$ cat src/pkg/mode_timer_regs.vh
// constants for the mode transition timer: state codes, phase codes, counts
// assumes a 125 MHz system clock; counts are reloadable by input ports
`ifndef MODE_TIMER_REGS_VH
`define MODE_TIMER_REGS_VH

// *******************************************
// operating states
// *******************************************
`define ST_OFF      3'h0
`define ST_STANDBY  3'h1
`define ST_CONFIG   3'h2
`define ST_RX       3'h3
`define ST_TX       3'h4

// *******************************************
// delay phases
// *******************************************
`define PH_IDLE     3'h0
`define PH_XTAL     3'h1
`define PH_LOCK     3'h2
`define PH_PRE      3'h3
`define PH_ROFF     3'h4

// lock choice codes
`define LOCK_NONE   2'h0
`define LOCK_SHORT  2'h1
`define LOCK_FULL   2'h2

// *******************************************
// timing: times in ns and cycles at 8 ns
// *******************************************
`define CLK_PERIOD_NS 8
`define CNT_W         24
`define XTAL_NS       600000
`define LOCK_FULL_NS  50000
`define LOCK_SHORT_NS 30000
`define PRE_NS        208000
`define ROFF_NS       100000
`define XTAL_CYC      ((`XTAL_NS + `CLK_PERIOD_NS - 1) / `CLK_PERIOD_NS)
`define LOCK_FULL_CYC ((`LOCK_FULL_NS + `CLK_PERIOD_NS - 1) / `CLK_PERIOD_NS)
`define LOCK_SHORT_CYC ((`LOCK_SHORT_NS + `CLK_PERIOD_NS - 1) / `CLK_PERIOD_NS)
`define PRE_CYC       ((`PRE_NS + `CLK_PERIOD_NS - 1) / `CLK_PERIOD_NS)
`define ROFF_CYC      ((`ROFF_NS + `CLK_PERIOD_NS - 1) / `CLK_PERIOD_NS)

`endif
$ cat src/hdl/mode_transition_timer.v
// mode transition timer: holds the operating state and times each requested change, except config to tx when locked before config
// assumes the mode logic raises req for one cycle with a legal target;
// config_select_n and pll_locked come from outside and are synchronised
`include "mode_timer_regs.vh"

module mode_transition_timer (
  input  wire              clk_sys,
  input  wire              reset_n,
  input  wire              req,
  input  wire [2:0]        target,
  input  wire              config_select_n,
  input  wire              pll_locked,
  input  wire [`CNT_W-1:0] xtal_cnt,
  input  wire [`CNT_W-1:0] lock_short_cnt,
  input  wire [`CNT_W-1:0] lock_full_cnt,
  input  wire [`CNT_W-1:0] pre_cnt,
  input  wire [`CNT_W-1:0] roff_cnt,
  output reg  [2:0]        state_ff,
  output reg               busy_ff,
  output reg               done_ff,
  output reg  [2:0]        phase_ff
);

  // *******************************************
  // input synchronisers
  // *******************************************
  // three stages; a change counts once stages two and three agree
  reg [2:0] cfg_sync_ff;
  reg [2:0] lock_sync_ff;
  reg       cfg_n_ff;
  reg       lock_ff;

  always @(posedge clk_sys) begin
    if (!reset_n) begin
      cfg_sync_ff  <= 3'h7;
      lock_sync_ff <= 3'h0;
      cfg_n_ff     <= 1'b1;
      lock_ff      <= 1'b0;
    end else begin
      cfg_sync_ff  <= {cfg_sync_ff[1:0], config_select_n};
      lock_sync_ff <= {lock_sync_ff[1:0], pll_locked};
      if (cfg_sync_ff[1] == cfg_sync_ff[2])
        cfg_n_ff <= cfg_sync_ff[2];
      if (lock_sync_ff[1] == lock_sync_ff[2])
        lock_ff <= lock_sync_ff[2];
    end
  end

  // *******************************************
  // transition bookkeeping
  // *******************************************
  reg  [2:0]        goal_ff;
  reg  [1:0]        lock_sel_ff;
  reg  [1:0]        saved_lock_ff;
  reg               load_ff;
  reg  [`CNT_W-1:0] load_val_ff;
  wire              cnt_done;

  reg  [2:0]        nxt_phase;
  reg  [`CNT_W-1:0] nxt_val;
  reg  [1:0]        nxt_lock;

  // first phase of a requested change, from current state and goal
  always @* begin
    nxt_phase = `PH_IDLE;
    nxt_val   = {`CNT_W{1'b0}};
    nxt_lock  = `LOCK_FULL;
    case (state_ff)
      `ST_STANDBY: begin
        if (target == `ST_CONFIG || target == `ST_RX) begin
          nxt_phase = `PH_XTAL;
          nxt_val   = xtal_cnt;
        end
      end
      `ST_OFF: begin
        if (target == `ST_RX) begin
          nxt_phase = `PH_XTAL;
          nxt_val   = xtal_cnt;
        end
      end
      `ST_CONFIG: begin
        if (target == `ST_RX || target == `ST_TX) begin
          nxt_lock = saved_lock_ff;
          if (saved_lock_ff == `LOCK_NONE && target == `ST_RX) begin
            nxt_phase = `PH_PRE;
            nxt_val   = pre_cnt;
          end else if (saved_lock_ff != `LOCK_NONE) begin
            nxt_phase = `PH_LOCK;
            nxt_val   = (saved_lock_ff == `LOCK_SHORT) ? lock_short_cnt
                        : lock_full_cnt;
          end
        end
      end
      `ST_RX: begin
        if (target == `ST_STANDBY || target == `ST_OFF) begin
          nxt_phase = `PH_ROFF;
          nxt_val   = roff_cnt;
        end
      end
      default: begin
        nxt_phase = `PH_IDLE;
      end
    endcase
  end

  // *******************************************
  // sequencer
  // *******************************************
  // the config-select drop wins over any timing in flight from rx or tx
  always @(posedge clk_sys) begin
    if (!reset_n) begin
      state_ff      <= `ST_OFF;
      goal_ff       <= `ST_OFF;
      phase_ff      <= `PH_IDLE;
      busy_ff       <= 1'b0;
      done_ff       <= 1'b0;
      load_ff       <= 1'b0;
      load_val_ff   <= {`CNT_W{1'b0}};
      lock_sel_ff   <= `LOCK_FULL;
      saved_lock_ff <= `LOCK_FULL;
    end else begin
      done_ff <= 1'b0;
      load_ff <= 1'b0;
      if (!cfg_n_ff && (state_ff == `ST_RX || state_ff == `ST_TX)) begin
        // lock status is caught as configuration is entered
        saved_lock_ff <= lock_ff ? `LOCK_NONE : `LOCK_SHORT;
        state_ff      <= `ST_CONFIG;
        phase_ff      <= `PH_IDLE;
        busy_ff       <= 1'b0;
        done_ff       <= 1'b1;
      end else if (!busy_ff) begin
        // locked before config: tx needs no settling, so it lands at once
        if (req && state_ff == `ST_CONFIG && target == `ST_TX &&
            saved_lock_ff == `LOCK_NONE) begin
          state_ff <= `ST_TX;
          done_ff  <= 1'b1;
        end else if (req && nxt_phase != `PH_IDLE) begin
          goal_ff     <= target;
          phase_ff    <= nxt_phase;
          lock_sel_ff <= nxt_lock;
          load_val_ff <= nxt_val;
          load_ff     <= 1'b1;
          busy_ff     <= 1'b1;
          if (state_ff == `ST_STANDBY || state_ff == `ST_OFF)
            saved_lock_ff <= `LOCK_FULL;
        end
      end else if (cnt_done && !load_ff) begin
        // a done beside a fresh load is stale, left by a phase cut by a drop
        // advance to the next phase listed for this change only
        case (phase_ff)
          `PH_XTAL: begin
            if (goal_ff == `ST_RX) begin
              phase_ff    <= `PH_LOCK;
              load_val_ff <= lock_full_cnt;
              load_ff     <= 1'b1;
            end else begin
              state_ff <= goal_ff;
              phase_ff <= `PH_IDLE;
              busy_ff  <= 1'b0;
              done_ff  <= 1'b1;
            end
          end
          `PH_LOCK: begin
            if (goal_ff == `ST_RX) begin
              phase_ff    <= `PH_PRE;
              load_val_ff <= pre_cnt;
              load_ff     <= 1'b1;
            end else begin
              state_ff <= goal_ff;
              phase_ff <= `PH_IDLE;
              busy_ff  <= 1'b0;
              done_ff  <= 1'b1;
            end
          end
          default: begin
            state_ff <= goal_ff;
            phase_ff <= `PH_IDLE;
            busy_ff  <= 1'b0;
            done_ff  <= 1'b1;
          end
        endcase
      end
    end
  end

  // *******************************************
  // shared phase counter
  // *******************************************
  // one counter serves all phases since they never overlap
  phase_counter u_cnt (
    .clk_sys  (clk_sys),
    .reset_n  (reset_n),
    .load     (load_ff),
    .load_val (load_val_ff),
    .done_ff  (cnt_done)
  );

endmodule

$ cat src/hdl/phase_counter.v
// down-counter for one delay phase of the transition timer
// assumes the caller loads it with a nonzero count and waits for done
`include "mode_timer_regs.vh"

module phase_counter (
  input  wire              clk_sys,
  input  wire              reset_n,
  input  wire              load,
  input  wire [`CNT_W-1:0] load_val,
  output reg               done_ff
);

  reg [`CNT_W-1:0] cnt_ff;
  reg              run_ff;

  // *******************************************
  // counter
  // *******************************************
  // done pulses one cycle when the loaded count has run out
  always @(posedge clk_sys) begin
    if (!reset_n) begin
      cnt_ff  <= {`CNT_W{1'b0}};
      run_ff  <= 1'b0;
      done_ff <= 1'b0;
    end else begin
      done_ff <= 1'b0;
      if (load) begin
        cnt_ff <= (load_val == {`CNT_W{1'b0}}) ? {`CNT_W{1'b0}}
                  : load_val - {{(`CNT_W-1){1'b0}}, 1'b1};
        run_ff <= 1'b1;
      end else if (run_ff) begin
        if (cnt_ff <= {{(`CNT_W-1){1'b0}}, 1'b1}) begin
          run_ff  <= 1'b0;
          done_ff <= 1'b1;
        end else begin
          cnt_ff <= cnt_ff - {{(`CNT_W-1){1'b0}}, 1'b1};
        end
      end
    end
  end

endmodule

$ cat config.mk
export PLATFORM = sky130hd
export DESIGN_NAME = mode_transition_timer
export DESIGN_NICKNAME = d
export VERILOG_FILES = /design/src/hdl/mode_transition_timer.v /design/src/hdl/phase_counter.v
export VERILOG_INCLUDE_DIRS = /design/src /design/src/pkg
export SDC_FILE = /design/constraint.sdc
export NUM_CORES = 1
export LEC_CHECK = 0
export BUFFER_PORTS_ARGS = -buffer_cell sky130_fd_sc_hd__buf_2
export CAP_MARGIN = 10
export CORE_ASPECT_RATIO = 1.5
export CORE_MARGIN = 3
export CORE_UTILIZATION = 41
export CTS_CLUSTER_SIZE = 30
export DETAILED_ROUTE_END_ITERATION = 8
export SLEW_MARGIN = 25
export SYNTH_ARGS = -nofsm -noshare
export SYNTH_HDL_FRONTEND = slang
export SYNTH_SLANG_ARGS = --single-unit
$ cat constraint.sdc
create_clock -name clk_sys -period 6.69 [get_ports clk_sys]
set_input_delay 1.6725 -clock clk_sys [delete_from_list [all_inputs] [get_ports clk_sys]]
set_output_delay 1.6725 -clock clk_sys [all_outputs]
set_load 0.05 [all_outputs]
=== Yosys cells after proc, flatten, opt, wreduce, memory -nomap -nowiden ===
Cells that the tools add are included.

* Bits in registers: 72
* Output and inout bits: 8
* Logic and storage cells: 148

* $add $sub $neg: 2
* Magnitude comparators: 1
* Equal/unequal tests: 25
* Muxes and demuxes: 63
* Bitwise logic cells: 5
* Reductions and logical operators: 36

{| class="wikitable"
|+ Operator list
! kind !! count
|-
| 2-to-1 mux 24 bit || 17
|-
| case mux 24 bit (4 select lines) || 1
|-
| case mux 24 bit (2 select lines) || 1
|-
| subtractor 24 x 1 -> 24 bit (second input constant) || 2
|-
| 2-to-1 mux 3 bit || 10
|-
| <= comparator 24 x 1 -> 1 bit (second input constant) || 1
|-
| logical NOT 24 bit || 1
|-
| 2-to-1 mux 2 bit || 11
|-
| 2-to-1 mux 1 bit || 21
|-
| == test 3 x 2 -> 1 bit (second input constant) || 6
|-
| case mux 3 bit (4 select lines) || 1
|-
| nonzero test 2 bit || 6
|-
| == test 3 x 1 -> 1 bit (second input constant) || 3
|-
| inequality test 3 bit (second input constant) || 3
|-
| AND reduction 3 bit || 3
|-
| AND reduction 4 bit || 2
|-
| logical AND 1 bit || 7
|-
| AND reduction 7 bit || 1
|-
| == test 3 bit (second input constant) || 2
|-
| logical NOT 3 bit || 2
|-
| inequality test 2 bit (second input constant) || 3
|-
| inequality test 3 x 1 -> 1 bit (second input constant) || 2
|-
| case mux 3 bit (2 select lines) || 1
|-
| nonzero test 3 bit || 2
|-
| other kinds (11) || 23
|}

=== Depth between registers and ports, before layout ===
* Depth after elaboration: 11
* Gate-level depth with buffers: 8
* Depth with buffers taken out: 7

=== Cells and area by module ===
From an unflattened synthesis, not the netlist that was laid out.

* Cells, all modules: 639
* Area, all modules: 5340.1 um^2

{| class="wikitable"
|+ By module, submodules not included
! module !! times used !! cells an instance !! area each (um^2) !! sequential area each (um^2)
|-
| mode_transition_timer || 1 || 372 || 3090.5 || 920.9
|-
| phase_counter || 1 || 267 || 2249.7 || 520.5
|}

=== Worst setup path before layout ===
OpenSTA, ideal clock, no wires.

* Path kind: input port to flip-flop
* From: input target[2]
* To: register load_val_ff[0]
* Arrival time: 3.341 ns
* Path slack: 3.215 ns
* Cell stages on the path: 6
* Path buffers: 1
* Cell sequence: nor3b_1 a311oi_1 o21ai_1 a221oi_1 clkbuf_1 o22ai_1

* Longest elaborated chain between the ends: 9
* Elaborated cells between the ends (all ways): 31
* Those cells by class: eq/ne: 5; mux: 15; reduce/logical: 11

{| class="wikitable"
|+ Ends and longest elaborated chain
! element !! RTL line !! source
|-
| from (decl) || mode_transition_timer.v:10 || <nowiki>input wire [2:0] target,</nowiki>
|-
| == test 3 x 2 -> 1 bit (no line) || n/a ||
|-
| logical AND 1 bit (no line) || n/a ||
|-
| 2-to-1 mux 2 bit || mode_transition_timer.v:84 || <nowiki>if (saved_lock_ff == `LOCK_NONE && target == `ST_RX) begin</nowiki>
|-
| 2-to-1 mux 2 bit || mode_transition_timer.v:82 || <nowiki>if (target == `ST_RX || target == `ST_TX) begin</nowiki>
|-
| case mux 3 bit (4 select lines) || mode_transition_timer.v:68 || <nowiki>case (state_ff)</nowiki>
|-
| nonzero test 3 bit (no line) || n/a ||
|-
| logical AND 1 bit (no line) || n/a ||
|-
| nonzero test 2 bit (no line) || n/a ||
|-
| AND reduction 7 bit (no line) || n/a ||
|-
| to (signal assigned) || mode_transition_timer.v:118 || <nowiki>load_val_ff <= {`CNT_W{1'b0}};</nowiki>
|-
| to (signal assigned) || mode_transition_timer.v:141 || <nowiki>load_val_ff <= nxt_val;</nowiki>
|-
| to (signal assigned) || mode_transition_timer.v:154 || <nowiki>load_val_ff <= lock_full_cnt;</nowiki>
|-
| to (decl) || mode_transition_timer.v:56 || <nowiki>reg [`CNT_W-1:0] load_val_ff;</nowiki>
|}

Several ways; a longest one is shown, not always the timed one. The select of a mux whose other input is x is not followed.
A chain may end at the register's enable or synchronous reset.

=== Final worst setup path ===
* From: input target[2]
* To: register load_val_ff[22]

The elaborated chain is that of the path after synthesis.

==> flow_summary_export.csv <==
group,metric,value,unit
flow_run,drv_cap,0,
timing,fin_hold_ws,0.4194,ns
synth,postSynth.asyncResetShare,0,%
global_routing,grt_overflow,0,
critical_path,ff2ff_setup_slack,3.65,ns
power,switching_power,0.0003067,W
synth,synth_edf_count,0,
timing,final.setup.tns,0,ns
placed_design,numPlacedInstances,866,
clocking,cts_tree,"yes",
finish,num-fill-cells,1173,
die,start_util,42.14,%
power,post-layout-total-power,0.001109,W
critical_path,worstPathArrival,4.17,ns
finish,layout.cells.most_common,"sky130_fd_sc_hd__buf_2",
clocking,clock_sinks,72,
power,power.sequential.fraction,40.3,%
die,vertical_extent_of_the_die,142.5,um
synth,postSynthNetCount,754,
critical_path,setup.worst_path.class,"in2reg",
critical_path,critical_path.max_stage_delay,0.83,ns
critical_path,r2r.worst_path.cells,5,
timing,setup-violations-final,0,
finish,final_net_count,855,
power,pwr_density_cell,181.9,nW/um^2
finish,area_grow_syn2layout,19.79,%
finish,multiInputGateArea,3402,um^2
placed_design,gp_congestion,0.8599,
timing,timing_max_transition_violations_final,0,
synth,ys_dominant_reg_cell,"sky130_fd_sc_hd__dfxtp_1",
detailed_routing,postRouteWirelength,16760,um
timing,fmax,255.0,MHz
synth,synthesis.instances,623,
global_routing,first_pass_grt_wire_length,25850,um
synth,yosys_register_bits,72,
finish,layoutNonFillerInstCount,882,
min_path,worstHoldPathType,"reg2reg",
detailed_routing,drt_drc,0,
min_path,holdPathStages,1,
clocking,path_clk_slew,0.05,ns
critical_path,worst-path-max-fanout,26,
finish,layout_common_cells,"sky130_fd_sc_hd__buf_2 (135), sky130_fd_sc_hd__dfxtp_1 (72), sky130_fd_sc_hd__nand2_1 (69), sky130_fd_sc_hd__nor2_1 (32), sky130_fd_sc_hd__o221a_2 (31)",
finish,diodes,0,
clocking,h-tree-depth,3,
critical_path,endpoint_kind,"flip-flop",
timing,post-route-period-util,58.61,%
critical_path,worstReg2RegStart,"state_ff[0]",
critical_path,library_cell_contributing_the_largest_single_delay_on_the_critical_path,"sky130_fd_sc_hd__nor2b_2",
detailed_routing,number_of_iterations_in_the_first_detailed_routing_pass,6,
synth,post_synth_num_cell_types,62,
timing,worst_clock_skew,0.007501,ns
die,ioPinCount,136,
power,intPower,0.0008023,W
timing,min_period,3.921,ns
critical_path,timing.critical_path.required,6.94,ns
clocking,post_cts_resize_count,0,
min_path,min_delay_worst_endpoint,"cfg_sync_ff[1]",
critical_path,worst_r2r_endpoint,"load_val_ff[22]",
detailed_routing,drt-wirelength-per-cell,19.00,um
detailed_routing,ant_nets,0,
detailed_routing,routed-via-count,5603,
die,die-area,13820,um^2
outcome,status,"complete, no violations",
clocking,cts_made_buffers,9,
synth,synth.avg_cell_area,8.170,um^2
clocking,clkLatencyLatePin,0.33,ns
clocking,postCtsSetupRepairBufs,0,
synth,netlist_area,5090,um^2
clocking,clockBufferDepth,2,
timing,finalHoldViolCount,0,
die,row_count,49,
timing,worst_pin_slew,1.076,ns
power,power_frac_comb,20.7,%
finish,register_area,1441,um^2
detailed_routing,via_to_cell_ratio,6.353,
min_path,holdCritStartpoint,"cfg_sync_ff[0]",
placed_design,placement.io_buffers,135,
power,max-vdd-ir-drop,0.1071,mV
placed_design,hpwl,12500,um
critical_path,timing.critical_path.cells,"buf_2, nor2b_2, o211a_1, o21ai_1, a221o_1, o22ai_1",
die,die-width,96.98,um
power,leakagePower,2.524,nW
timing,grt_setup_unrepaired,"false",
timing,worst_slew_margin_rel,27.91,%
critical_path,setup.worst_path.start_class,"input pin",
synth,synth-warning-count,0,
clocking,cts_hold_buf,0,
die,core,12080,um^2
critical_path,worst-path-buf-inv,1,
power,swShare,27.65,%
clocking,clock_tree.root_cell,"sky130_fd_sc_hd__clkbuf_16",
global_routing,all_layer_global_routing_usage,22.55,%
global_routing,via_count_of_the_first_global_routing_pass,5173,
finish,drive_above_1_share,31.41,%
global_routing,antenna_violations_before_repair,0,
power,clock_power_share,39.0,%
critical_path,timing.critical_path.max_delay_family,"compound AO/OA/AOI/OAI gates",
synth,yosysSeqAreaShare,28.32,%
detailed_routing,drtIter0Drc,383,
global_routing,largest_net_degree_at_the_start_of_global_routing,36,
## worst max-delay path by stage
stage,startpoint,end,slack [ns],cells past startpoint
2_1_floorplan,target[2],load_val_ff[0],3.22,6
3_3_place_gp,target[2],load_val_ff[8],2.58,6
3_5_place_dp,target[2],load_val_ff[22],2.50,6
4_1_cts,target[2],load_val_ff[22],2.83,6
5_1_grt,target[2],load_val_ff[20],2.68,6
6_report,target[2],load_val_ff[22],2.77,6
## layer usage
metal	share of wire, %	wire, um	track usage [%]
met5	0	0	0
met4	3.4	571	10.13
met3	6.3	1058	3.433
met2	49	8236	38.68
met1	41	6892	27.90
## cell type report
cell class,instances,area share (%)
multi-input cells,483,55.80
flip-flops and latches,72,23.64
repair buffers,144,12.19
clock buffers,12,4.043
well taps,153,3.140
inverters,14,0.8619
clock inverters,4,0.3283
## cells by family after synthesis
family | after synthesis | synth area share (%)
AO/OA/AOI/OAI | 211 | 33.36
XOR/XNOR | 20 | 3.442
adder cells (fa/ha/maj) | 3 | 0.7375
buffers and inverters | 68 | 5.236
flip-flops | 72 | 28.32
multiplexers | 29 | 6.293
AND/OR/NAND/NOR | 220 | 22.62
## cell usage after synthesis (7+ instances only)
cell type                   n  area (um^2)
sky130_fd_sc_hd__dfxtp_1   72         1441
sky130_fd_sc_hd__nand2_1   69        259.0
sky130_fd_sc_hd__clkbuf_1  50        187.7
sky130_fd_sc_hd__nor2_1    32        120.1
sky130_fd_sc_hd__o221a_2   31        349.1
sky130_fd_sc_hd__o22ai_1   27        168.9
sky130_fd_sc_hd__a222oi_1  24        240.2
sky130_fd_sc_hd__a32oi_1   24        210.2
sky130_fd_sc_hd__mux2_2    24        270.3
sky130_fd_sc_hd__a21oi_1   23        115.1
sky130_fd_sc_hd__nor3_1    21        105.1
sky130_fd_sc_hd__o21ai_0   17        85.08
sky130_fd_sc_hd__inv_1     14        52.55
sky130_fd_sc_hd__nor4_1    13        81.33
sky130_fd_sc_hd__xor2_1    11        96.34
sky130_fd_sc_hd__o211ai_1  10        75.07
sky130_fd_sc_hd__or3_1      9        56.30
sky130_fd_sc_hd__or4_1      9        67.56
sky130_fd_sc_hd__xnor2_1    9        78.83
sky130_fd_sc_hd__nand2b_1   8        50.05
sky130_fd_sc_hd__a22oi_1    7        52.55
sky130_fd_sc_hd__and2_1     7        43.79
sky130_fd_sc_hd__nand3_1    7        35.03
sky130_fd_sc_hd__or2_2      7        43.79
## sequential cells by signal, summed over array words and instances, names as in the netlist
| register | cells |
|---|---|
| phase_ff | 3 |
| done_ff | 1 |
| lock_ff | 1 |
| load_val_ff | 24 |
| lock_sync_ff | 3 |
| state_ff | 3 |
| busy_ff | 1 |
| u_cnt.done_ff | 1 |
| saved_lock_ff | 2 |
| load_ff | 1 |
| cfg_n_ff | 1 |
| u_cnt.run_ff | 1 |
| goal_ff | 3 |
| cfg_sync_ff | 3 |
| u_cnt.cnt_ff | 24 |
## power groups by stage
| stage | logic, W | registers [W] | clock network [W] |
|---|---|---|---|
| after floorplan | 0.000149 | 0.000455 | 0 |
| after global placement | 0.000221 | 0.000455 | 0 |
| after detailed placement | 0.000224 | 0.000455 | 0 |
| after CTS | 0.000226 | 0.000446 | 0.000439 |
| after global routing | 0.000250 | 0.000448 | 0.000459 |
| final | 0.000229 | 0.000447 | 0.000433 |
## metrics by stage
step	utilization [%]	setup slack [ns]	instance area, um^2
after floorplan	-	3.215	5090
after global placement	48.28	2.581	5831
after detailed placement	48.28	2.499	5831
after CTS	50.48	2.830	6097
after global routing	50.48	2.677	6097
final	50.48	2.769	6097
## worst register-to-register path, cell delays in order, from the launching register on
cell	delay, ns
sky130_fd_sc_hd__dfxtp_1	0.50
sky130_fd_sc_hd__nor2b_2	0.92
sky130_fd_sc_hd__o211a_1	0.32
sky130_fd_sc_hd__o21ai_1	0.19
sky130_fd_sc_hd__a221o_1	0.73
sky130_fd_sc_hd__o22ai_1	0.30
Power figures use the tool's default switching activity.
